File: src/codec_map.svh
`ifndef CODEC_MAP_SVH
`define CODEC_MAP_SVH

// Running disparity loaded on reset (negative).
`define RD_RESET      1'b0

// Forcing codes, y field 7 in bits 7 to 5, xx field 1 or 2 in bits 4 to 0.
`define C17_CODE      8'hE1
`define C27_CODE      8'hE2

// Forced characters: the comma character in its negative and positive variants.
`define C17_CHAR      10'h0FA
`define C27_CHAR      10'h305

// Special six-bit group and its xx value.
`define K28_X         5'h1C
`define K28_SIX_NEG   6'h0F

// Alternate four-bit group for y field 7.
`define ALT4_NEG      4'h7
`define ALT4_POS      4'h8

// Balanced groups that still force an ending disparity.
`define SIX_POS_PAT   6'h07
`define SIX_NEG_PAT   6'h38
`define FOUR_POS_PAT  4'h3
`define FOUR_NEG_PAT  4'hC

`endif

File: src/codec_pkg.sv
package codec_pkg;

	typedef enum logic {
		RD_NEG = 1'b0,
		RD_POS = 1'b1
	} rd_t;

	// Parallel byte with its special character indicator.
	typedef struct packed {
		logic       special_char_flag;
		logic [7:0] data;
	} codec_byte_t;

	// Ten-bit character; bit 9 is a and goes onto the line first.
	typedef struct packed {
		logic [5:0] abcdei;
		logic [3:0] fghj;
	} char_t;

endpackage : codec_pkg

File: src/disparity_step.sv
`timescale 1ns/1ns
`include "codec_map.svh"

module disparity_step (
	input  wire codec_pkg::rd_t rd_in,   // Disparity before the character.
	input  wire logic [5:0]     six,     // Group abcdei.
	input  wire logic [3:0]     four,    // Group fghj.
	output codec_pkg::rd_t      rd_mid,  // Disparity after the six-bit group.
	output codec_pkg::rd_t      rd_out   // Disparity after the character.
);

	always_comb begin
		if ($countones(six) > 3 || six == `SIX_POS_PAT) begin
			rd_mid = codec_pkg::RD_POS;
		end else if ($countones(six) < 3 || six == `SIX_NEG_PAT) begin
			rd_mid = codec_pkg::RD_NEG;
		end else begin
			rd_mid = rd_in;
		end
		if ($countones(four) > 2 || four == `FOUR_POS_PAT) begin
			rd_out = codec_pkg::RD_POS;
		end else if ($countones(four) < 2 || four == `FOUR_NEG_PAT) begin
			rd_out = codec_pkg::RD_NEG;
		end else begin
			rd_out = rd_mid;
		end
	end

endmodule : disparity_step

File: src/eight_ten_bit_disparity_codec.sv
// Functional notes
// - Bit i leaves the serializer right after bit e and before bit f.
// - Characters go out and come in as a, b, c, d, e, i, f, g, h, j.
// - Disparity is one binary state that picks one of two variants per code.
// - The encoder starts with negative disparity after reset.
// - The encoder sends the variant for its disparity, then updates it.
// - Two forcing codes send one special character in a fixed variant.
// - The decoder starts with negative disparity after reset and checks every character.
// - Disparity runs through the six-bit group, then the four-bit group.
// - A group ends positive on more ones, or on 000111 or 0011.
// - A group ends negative on more zeros, or on 111000 or 1100.
// - Otherwise a group ends with the disparity it started with.
// - A received character is looked up in both columns but checked only against its current column.
// - Disparity is updated from every received character, valid or not.
// - Bits 7 to 5 hold the y field and bits 4 to 0 the xx field.
// - Violations are judged against the decoder's own tracked disparity.
// - The special flag is high for special and low for data characters.
`timescale 1ns/1ns
`include "codec_map.svh"

module eight_ten_bit_disparity_codec (
	input  wire logic                  clk,           // 125 MHz byte clock.
	input  wire logic                  resetn,        // Synchronous reset, active low.
	input  wire logic                  tx_valid,      // Byte to encode this cycle.
	input  wire codec_pkg::codec_byte_t tx_byte,      // Byte and special flag.
	output codec_pkg::char_t           tx_char,       // Encoded character, a in bit 9.
	output logic                       tx_char_valid, // Character valid pulse.
	output codec_pkg::rd_t             tx_rd,         // Encoder disparity.
	input  wire logic                  rx_valid,      // Character to decode this cycle.
	input  wire codec_pkg::char_t      rx_char,       // Received character, a in bit 9.
	output codec_pkg::codec_byte_t     rx_byte,       // Decoded byte and special flag.
	output logic                       rx_violation,  // Code violation for rx_byte.
	output logic                       rx_byte_valid, // Decoded byte valid pulse.
	output codec_pkg::rd_t             rx_rd          // Decoder disparity.
);

	localparam logic [5:0] SIX_TAB [32] = '{
		6'h27, 6'h1D, 6'h2D, 6'h31, 6'h35, 6'h29, 6'h19, 6'h38,
		6'h39, 6'h25, 6'h15, 6'h34, 6'h0D, 6'h2C, 6'h1C, 6'h17,
		6'h1B, 6'h23, 6'h13, 6'h32, 6'h0B, 6'h2A, 6'h1A, 6'h3A,
		6'h33, 6'h26, 6'h16, 6'h36, 6'h0E, 6'h2E, 6'h1E, 6'h2B};
	localparam logic [3:0] FOUR_TAB [8] = '{
		4'hB, 4'h9, 4'h5, 4'hC, 4'hD, 4'hA, 4'h6, 4'hE};

	// ********************************************************************
	// Character encode and decode functions
	// ********************************************************************

	function automatic codec_pkg::char_t encode(input codec_pkg::codec_byte_t b,
			input logic rd);
		logic [4:0]       x;
		logic [2:0]       y;
		logic             k28;
		logic             rdm;
		logic             alt;
		codec_pkg::char_t c;
		// y field high, xx field low
		x   = b.data[4:0];
		y   = b.data[7:5];
		k28 = b.special_char_flag && x == `K28_X;
		c.abcdei = k28 ? `K28_SIX_NEG : SIX_TAB[x];
		if (rd && ($countones(c.abcdei) != 3 || c.abcdei == `SIX_NEG_PAT)) begin
			c.abcdei = ~c.abcdei;
		end
		rdm = ($countones(c.abcdei) != 3) ? ~rd : rd;
		alt = y == 3'h7 && (k28 || (b.special_char_flag
			&& (x == 5'h17 || x == 5'h1B || x == 5'h1D || x == 5'h1E))
			|| (!rdm && (x == 5'h11 || x == 5'h12 || x == 5'h14))
			|| (rdm && (x == 5'h0B || x == 5'h0D || x == 5'h0E)));
		c.fghj = alt ? `ALT4_NEG : FOUR_TAB[y];
		if (rdm && ($countones(c.fghj) != 2 || c.fghj == `FOUR_NEG_PAT)) begin
			c.fghj = ~c.fghj;
		end else if (k28 && !rdm && $countones(c.fghj) == 2
				&& c.fghj != `FOUR_NEG_PAT) begin
			c.fghj = ~c.fghj;
		end
		if (b.special_char_flag && b.data == `C17_CODE) begin
			c = `C17_CHAR;
		end else if (b.special_char_flag && b.data == `C27_CODE) begin
			c = `C27_CHAR;
		end
		return c;
	endfunction : encode

	// Finds the only byte whose groups can form this character.
	function automatic codec_pkg::codec_byte_t decode(input codec_pkg::char_t c);
		logic [4:0]             x;
		logic [2:0]             y;
		logic [3:0]             f;
		logic                   alt;
		codec_pkg::codec_byte_t b;
		x = 5'h00;
		y = 3'h0;
		f = c.fghj;
		// A balanced group other than 111000 stands unchanged in both columns, so its complement
		// belongs to another code and must not match it.
		for (int i = 0; i < 32; i++) begin
			if (c.abcdei == SIX_TAB[i]
					|| (c.abcdei == ~SIX_TAB[i] && ($countones(SIX_TAB[i]) != 3
					|| SIX_TAB[i] == `SIX_NEG_PAT))) begin
				x = 5'(i);
			end
		end
		// The positive special six-bit group flips a balanced four-bit group.
		if (c.abcdei == ~`K28_SIX_NEG && $countones(f) == 2 && f != `FOUR_POS_PAT
				&& f != `FOUR_NEG_PAT) begin
			f = ~f;
		end
		for (int j = 0; j < 8; j++) begin
			if (f == FOUR_TAB[j]
					|| (f == ~FOUR_TAB[j] && ($countones(FOUR_TAB[j]) != 2
					|| FOUR_TAB[j] == `FOUR_NEG_PAT))) begin
				y = 3'(j);
			end
		end
		alt = f == `ALT4_NEG || f == `ALT4_POS;
		if (alt) begin
			y = 3'h7;
		end
		b.special_char_flag = 1'b0;
		if (c.abcdei == `K28_SIX_NEG || c.abcdei == ~`K28_SIX_NEG) begin
			x = `K28_X;
			b.special_char_flag = 1'b1;
		end else if (alt && (x == 5'h17 || x == 5'h1B || x == 5'h1D || x == 5'h1E)) begin
			b.special_char_flag = 1'b1;
		end
		b.data = {y, x};
		return b;
	endfunction : decode

	// ********************************************************************
	// Encoder
	// ********************************************************************

	codec_pkg::rd_t         tx_rd_ff;
	codec_pkg::rd_t         nxt_tx_rd;
	codec_pkg::rd_t         tx_rd_new;
	codec_pkg::char_t       tx_char_ff;
	codec_pkg::char_t       nxt_tx_char;
	codec_pkg::char_t       tx_enc;
	logic                   tx_char_valid_ff;
	logic                   nxt_tx_char_valid;

	assign tx_enc = encode(tx_byte, tx_rd_ff);

	disparity_step u_tx_step (
		.rd_in  (tx_rd_ff),
		.six    (tx_enc.abcdei),
		.four   (tx_enc.fghj),
		.rd_mid (),
		.rd_out (tx_rd_new)
	);

	always_comb begin
		nxt_tx_rd         = tx_rd_ff;
		nxt_tx_char       = tx_char_ff;
		nxt_tx_char_valid = tx_valid;
		if (tx_valid) begin
			nxt_tx_rd = tx_rd_new;
			// i placed between e and f
			nxt_tx_char = tx_enc;
		end
	end

	always_ff @(posedge clk) begin
		if (!resetn) begin
			tx_rd_ff         <= codec_pkg::rd_t'(`RD_RESET);
			tx_char_ff       <= '0;
			tx_char_valid_ff <= 1'b0;
		end else begin
			tx_rd_ff         <= nxt_tx_rd;
			tx_char_ff       <= nxt_tx_char;
			tx_char_valid_ff <= nxt_tx_char_valid;
		end
	end

	assign tx_char       = tx_char_ff;
	assign tx_char_valid = tx_char_valid_ff;
	assign tx_rd         = tx_rd_ff;

	// ********************************************************************
	// Decoder
	// ********************************************************************

	codec_pkg::rd_t         rx_rd_ff;
	codec_pkg::rd_t         nxt_rx_rd;
	codec_pkg::rd_t         rx_rd_new;
	codec_pkg::codec_byte_t rx_byte_ff;
	codec_pkg::codec_byte_t nxt_rx_byte;
	codec_pkg::codec_byte_t rx_dec;
	logic                   rx_viol_ff;
	logic                   nxt_rx_viol;
	logic                   rx_byte_valid_ff;
	logic                   nxt_rx_byte_valid;

	assign rx_dec = decode(rx_char);

	disparity_step u_rx_step (
		.rd_in  (rx_rd_ff),
		.six    (rx_char.abcdei),
		.four   (rx_char.fghj),
		.rd_mid (),
		.rd_out (rx_rd_new)
	);

	always_comb begin
		nxt_rx_rd         = rx_rd_ff;
		nxt_rx_byte       = rx_byte_ff;
		nxt_rx_viol       = rx_viol_ff;
		nxt_rx_byte_valid = rx_valid;
		if (rx_valid) begin
			nxt_rx_byte = rx_dec;
			// match only in the current column
			nxt_rx_viol = encode(rx_dec, rx_rd_ff) != rx_char;
			nxt_rx_rd = rx_rd_new;
		end
	end

	always_ff @(posedge clk) begin
		if (!resetn) begin
			rx_rd_ff         <= codec_pkg::rd_t'(`RD_RESET);
			rx_byte_ff       <= '0;
			rx_viol_ff       <= 1'b0;
			rx_byte_valid_ff <= 1'b0;
		end else begin
			rx_rd_ff         <= nxt_rx_rd;
			rx_byte_ff       <= nxt_rx_byte;
			rx_viol_ff       <= nxt_rx_viol;
			rx_byte_valid_ff <= nxt_rx_byte_valid;
		end
	end

	assign rx_byte       = rx_byte_ff;
	assign rx_violation  = rx_viol_ff;
	assign rx_byte_valid = rx_byte_valid_ff;
	assign rx_rd         = rx_rd_ff;
endmodule : eight_ten_bit_disparity_codec

File: config.mk
export PLATFORM = sky130hd
export DESIGN_NAME = eight_ten_bit_disparity_codec
export DESIGN_NICKNAME = d
export VERILOG_FILES = /design/src/codec_pkg.sv /design/src/disparity_step.sv /design/src/eight_ten_bit_disparity_codec.sv
export VERILOG_INCLUDE_DIRS = /design/src
export SDC_FILE = /design/constraint.sdc
export NUM_CORES = 1
export LEC_CHECK = 0
export ABC_AREA = 1
export BUFFER_PORTS_ARGS = -buffer_cell sky130_fd_sc_hd__buf_2
export CORE_ASPECT_RATIO = 1.4
export CORE_MARGIN = 4
export CORE_UTILIZATION = 62
export CTS_CLUSTER_SIZE = 20
export DETAILED_ROUTE_END_ITERATION = 16
export GPL_ROUTABILITY_DRIVEN = 0
export PLACE_DENSITY = 0.82
export REMOVE_ABC_BUFFERS = 1
export SYNTH_ARGS = -nofsm -noshare
export SYNTH_HDL_FRONTEND = slang
export SYNTH_SLANG_ARGS = --single-unit
File: constraint.sdc
create_clock -name clk -period 13.6 [get_ports clk]
set_input_delay 1.36 -clock clk [delete_from_list [all_inputs] [get_ports clk]]
set_output_delay 1.36 -clock clk [all_outputs]
set_load 0.1 [all_outputs]
==> results.yml, run 1 <==
status:
  outcome: "finished clean"
final_layout:
  final_core_util: 0.6900
  syn_to_final_growth_pct: 8.155
  finalInstanceArea_um2: 5111
  diodes: 0
  fillers: 731
  final_nets: 928
  drive_above_1_share: 0.1159
job:
  drv_cap: 0
route:
  drtPass1Iterations: 5
  via_per_inst: 5.492
  vias: 5080
  drt_iter0_drc: 237
  wire_per_inst_um: 13.55
  drcViolationCount: 0
  drtAntennaViolNets: 0
  wirelength_um: 12540
min_path:
  hold_depth: 2
  worstHoldPathType: "reg2reg"
  min-delay-start: "rx_byte[2]"
  min_to: "rx_byte[2]"
clocking:
  cts_root_buf: "clkbuf_8"
  htree_levels: 1
  cts.sinks: 24
  clk_pin_slew_worst_paths_ns: 0.10
  cts_resized: 0
  post_cts_buffers: 0
  tritoncts: "done"
  clk_latency_ns: 0.28
  cts_made_buffers: 3
  cts_max_path_buffers: 2
  ctsHoldBuffers: 0
logic_synthesis:
  synth_fa_ha_area_frac: 0.2298
  synth_compound_area_frac: 0.1506
  synthXorXnorAreaFrac: 0.02939
  netlist_instances: 787
  synth.most_common_cell: "nand2_1"
  yosys.area_share.simple: 0.3471
  yosysSeqAreaShare: 0.1017
  synth_cell_type_count: 45
  syn_area_um2: 4726
  synth-edff-count: 0
  yosysTopAreaCellShare: 0.1557
  ys_warn_count: 0
  synth.avg_cell_area_um2: 6.005
  async_flop_share: 0
  synthMuxAreaShare: 0
  synth_common_cells: "196 x nand2_1, 150 x inv_1, 81 x nor2_1"
  dominantRegCellSynth: "dfxtp_1"
  ys_ff_latch: 24
  yosysTopAreaCell: "nand2_1"
  synth_top_family_by_area: "simple AND/OR/NAND/NOR gates"
  synth.area.top_cells: "nand2_1 16%, ha_1 15%, inv_1 12%"
timing:
  final.period_utilization: 0.8646
  rsz0062_at_grt: "false"
  finalMaxSlewViolations: 0
  tightestPinTransition_ns: 1.007
  setup_viol: 0
  tns_ns: 0
  fmax_mhz: 85.05
  max_slew_margin: 0.3229
  finalHoldViolCount: 0
  period_needed_ns: 11.76
  clock_skew_ns: 0.003976
global_route:
  antenna_found_initial: 0
  grt_first_pass_wirelength_um: 20880
  grt_usage: 0.2777
  grt_pass1_vias: 4919
  grt_max_degree: 23
  grt_overflow_total: 0
setup_path:
  cp.required_ns: 13.78
  crit_top_cell: "nand2_1"
  crit_arrival_ns: 11.93
  r2r_slack_ns: 6.34
  crit_fanout: 9
  endpoint_kind: "flop"
  r2r_end: "tx_rd"
  critPathMaxStageDelay_ns: 0.58
  timing.rr.start: "tx_rd"
  crit_slowest_cell: "fa_1"
  rr_worst_depth: 33
  worstSetupPathType: "in2reg"
  critPathLaunchType: "input port"
power:
  power_density_nw_per_um2: 194.7
  ir_drop_uv: 167.2
  leakage_nw: 2.940
  power_mw: 0.9949
floorplan:
  rows: 37
  die_area_um2: 9103
  ioPinCount: 47
  coreArea_um2: 7407
  die_x_um: 81.79
  die_y_um: 111.3
  initial_core_util: 0.6380
placed_design:
  dpl.hpwl_um: 10470
  placed_area_um2: 5040
  io_buffers: 46
layout make-up:
type	instances	area, um2	area share
Clock inverter	1	30.03	0.005875
Multi-Input combinational cell	586	3577	0.6999
Timing Repair Buffer	46	230.2	0.04504
Sequential cell	24	480.5	0.09400
Tap cell	97	121.4	0.02375
Inverter	168	630.6	0.1234
Clock buffer	3	41.29	0.008078
power breakdown:
part	total, mW	internal [mW]	switching, mW
Clock	0.0657	0.0394	0.0263
Combinational	0.837	0.292	0.545
Sequential	0.0919	0.0822	0.00973
Total	0.995	0.414	0.581
flip-flops by register name, indices dropped and copies added (netlist names):
name and flops:
tx_char 10, rx_byte 9, rx_byte_valid 1, tx_char_valid 1, rx_rd 1, tx_rd 1
rx_violation 1
metrics by stage:
step                instances  hold slack [ns]  setup WS [ns]
floorplan                 778           0.9425          2.763
global placement          921           0.4616          1.995
detailed placement        921           0.4644          1.596
CTS                       925           0.4918          1.876
global route              925           0.5203         0.7938
finish                    925           0.4849          1.842
cell usage in the layout (no fill, tap or decap), types with 2 or more instances in the layout:
| cell | instances |
|---|---|
| nor3_1 | 7 |
| o21ai_1 | 3 |
| o31ai_1 | 3 |
| nand3_1 | 53 |
| a31oi_1 | 5 |
| inv_1 | 150 |
| ha_1 | 58 |
| nand2_8 | 2 |
| inv_2 | 14 |
| nand3b_1 | 2 |
| a211oi_1 | 5 |
| nand4_1 | 6 |
| nand2_1 | 196 |
| clkinv_1 | 4 |
| o22ai_1 | 13 |
| nor2_1 | 81 |
| dfxtp_1 | 24 |
| a21oi_1 | 34 |
| o211ai_1 | 12 |
| fa_1 | 18 |
| clkbuf_8 | 3 |
| xnor2_1 | 2 |
| xor2_1 | 12 |
| buf_2 | 46 |
| nor2_2 | 5 |
| nand2_2 | 14 |
| o21ai_0 | 37 |
logic make-up (layout without fill, tap and decap cells):
family,after synthesis,in the layout
adder cells (fa/ha/maj),76,76
AO/OA/AOI/OAI,120,120
XOR/XNOR,15,15
flip-flops,24,24
buffers and inverters,177,218
AND/OR/NAND/NOR,375,375
critical path: cells and delay by family:
kind | cells | cell delay, ns
and+or+nand+nor | 53 | 4.43
adders and majority gates | 13 | 4.46
xor gates and xnor gates | 1 | 0.30
AOI/OAI and AO/OA | 5 | 0.44
buffers and inverters | 12 | 0.91
layer usage:
layer / routed length (um) / GRT usage / vias to the layer above / part of all wire
li1: - / - / 2566 / -
met1: 4740 / 0.2872 / 2306 / 0.38
met2: 6768 / 0.5256 / 163 / 0.54
met3: 515 / 0.02846 / 45 / 0.041
met4: 512 / 0.1397 / 0 / 0.041
met5: 0 / 0 / - / 0
worst max-delay path by stage:
stage | slack [ns] | start | end | cells past startpoint
after floorplan | 2.76 | rx_char[7] | rx_violation | 85
after global placement | 1.99 | rx_char[7] | rx_violation | 86
after detailed placement | 1.60 | rx_char[7] | rx_violation | 84
after CTS | 1.88 | rx_char[7] | rx_violation | 84
after global routing | 0.79 | rx_char[7] | rx_violation | 86
final | 1.84 | rx_char[7] | rx_violation | 84
Power figures use the tool's default switching activity.
==> run 2, diff against run 1 <==
--- a/config.mk
+++ b/config.mk
@@ -10,12 +10,11 @@
 export BUFFER_PORTS_ARGS = -buffer_cell sky130_fd_sc_hd__buf_2
 export CORE_ASPECT_RATIO = 1.4
 export CORE_MARGIN = 4
-export CORE_UTILIZATION = 62
+export CORE_UTILIZATION = 50
 export CTS_CLUSTER_SIZE = 20
 export DETAILED_ROUTE_END_ITERATION = 16
 export GPL_ROUTABILITY_DRIVEN = 0
-export PLACE_DENSITY = 0.82
-export REMOVE_ABC_BUFFERS = 1
+export PLACE_DENSITY = 0.68
 export SYNTH_ARGS = -nofsm -noshare
 export SYNTH_HDL_FRONTEND = slang
 export SYNTH_SLANG_ARGS = --single-unit
==> run 2 against run 1 <==
  * Clock skew decreased by 0.0018 ns
  * Setup slack improved by 0.12 ns
  * Wire length decreased by 5.9%
  * Sequential power decreased by 0.7%
  * Core utilization decreased by 13 points
  * Clock power increased by 32%
  * Register-to-register slack improved by 0.15 ns
  * Design area increased by 0.91%
  * Global-route usage decreased by 6.1 points
  * Combinational power decreased by 2%
  * Highest routed layer unchanged
==> results.yml, run 2 (synthesis gave the netlist of run 1 again) <==
status:
  outcome: "finished clean"
route:
  wire_per_inst_um: 12.62
  drtPass1Iterations: 5
  via_per_inst: 5.266
  wirelength_um: 11800
  drt_iter0_drc: 218
  drtAntennaViolNets: 0
  drcViolationCount: 0
  vias: 4924
timing:
  tns_ns: 0
  final.period_utilization: 0.8555
  finalMaxSlewViolations: 0
  period_needed_ns: 11.63
  setup_viol: 0
  finalHoldViolCount: 0
  clock_skew_ns: 0.002172
  rsz0062_at_grt: "false"
  fmax_mhz: 85.95
  tightestPinTransition_ns: 0.9840
  layout_setup_ws_ns: 1.965
  max_slew_margin: 0.3384
setup_path:
  worst-path-stages: 82
  critPathTopFamily: "adder cells"
  worstSetupPathType: "in2reg"
  crit_fanout: 9
  crit_buf_inv: 13
  critPathLaunchType: "input port"
  crit_arrival_ns: 11.79
  worstSetupStartpoint: "rx_char[8]"
  crit_end: "rx_violation"
  r2r_end: "tx_rd"
  crit_top_cell: "nand2_1"
  endpoint_kind: "flop"
  timing.rr.start: "tx_rd"
  crit_slowest_cell: "fa_1"
  cp.required_ns: 13.76
  critPathMaxStageDelay_ns: 0.58
  r2r_slack_ns: 6.49
  rr_worst_depth: 33
global_route:
  met1_usage: 0.2297
  grt_max_degree: 23
  grt_overflow_total: 0
  grt_usage: 0.2164
  grt_first_pass_wirelength_um: 20520
  grt_pass1_vias: 4821
  grt_use_met3: 0.02313
  antenna_found_initial: 0
  grt_util_met2: 0.4296
  grt.busiest_layer: "met2"
clocking:
  clk_latency_ns: 0.26
  cts_root_buf: "clkbuf_16"
  post_cts_buffers: 0
  cts_made_buffers: 3
  cts_resized: 0
  ctsHoldBuffers: 0
  tritoncts: "done"
  htree_levels: 1
  clk_pin_slew_worst_paths_ns: 0.07
  cts.sinks: 24
  cts_max_path_buffers: 2
job:
  drv_cap: 0
power:
  power_density_nw_per_um2: 193.2
  ir_drop_uv: 165.0
  leakage_nw: 2.956
  power_mw: 0.9965
floorplan:
  die_y_um: 123.0
  die_x_um: 90.17
  die_area_um2: 11090
  ioPinCount: 47
  rows: 41
  initial_core_util: 0.5175
  coreArea_um2: 9131
final_layout:
  drive_above_1_share: 0.1159
  fillers: 939
  largest_reg_flops: 10
  final_nets: 928
  mostFrequentLayoutCell: "nand2_1"
  syn_to_final_growth_pct: 9.134
  diodes: 0
  final_cell_mix: "196 x nand2_1, 150 x inv_1, 81 x nor2_1"
placed_design:
  io_buffers: 46
  post-place-ws_ns: 1.694
  dpl.hpwl_um: 9952
min_path:
  worstHoldPathType: "reg2reg"
  hold_depth: 2
logic_synthesis:
  syn_nets: 886
run 2: cell types whose count changed in the layout (fill, tap and decap cells not counted):
cell and delta:
clkbuf_8 -3, clkbuf_16 +3
run 2: worst min-delay path by stage:
stage / startpoint / end / slack (ns)
after global placement: tx_char[1] / tx_char[1] / 0.46
final: tx_char[3] / tx_char[3] / 0.49
after CTS: tx_char[7] / tx_char[7] / 0.49
after global routing: tx_char[7] / tx_char[7] / 0.53
after detailed placement: tx_char[3] / tx_char[3] / 0.47
after floorplan: rx_byte[4] / rx_byte[4] / 0.94
run 2: power breakdown:
| part | internal, mW | total [mW] | switching (mW) |
|---|---|---|---|
| Clock | 0.0586 | 0.0870 | 0.0284 |
| Combinational | 0.290 | 0.818 | 0.528 |
| Sequential | 0.0823 | 0.0913 | 0.00896 |
| Total | 0.431 | 0.996 | 0.566 |
run 2: layout make-up:
class	instances	area, um2	share of cell area
Timing Repair Buffer	46	230.2	0.04464
Sequential cell	24	480.5	0.09316
Multi-Input combinational cell	586	3577	0.6936
Tap cell	107	133.9	0.02596
Inverter	168	630.6	0.1223
Clock buffer	3	75.07	0.01456
Clock inverter	1	30.03	0.005822
run 2: per-stage QoR:
| step | cell area (um2) | utilization | instances | hold WS (ns) |
|---|---|---|---|---|
| 6_report | 5157 | 0.5648 | 935 | 0.4861 |
| 5_1_grt | 5157 | 0.5648 | 935 | 0.5295 |
| 4_1_cts | 5157 | 0.5648 | 935 | 0.4905 |
| 3_5_place_dp | 5052 | 0.5533 | 931 | 0.4714 |
| 3_3_place_gp | 5052 | 0.5533 | 931 | 0.4611 |
| 2_1_floorplan | 4726 | - | 787 | 0.9440 |
run 2: worst reg2reg max path: cells and delay by family, from the launching register on:
kind / cells / cell delay, ns
xor+xnor: 2 / 0.49
flops: 1 / 0.44
buf+inv: 4 / 0.34
fa+ha+maj: 10 / 3.37
compound gates: 8 / 1.17
simple gates: 9 / 1.19
run 2: metal layers:
metal	routed length, um	share of wire
met1	4668	0.40
met2	6334	0.54
met3	399	0.034
met4	396	0.034
met5	0	0
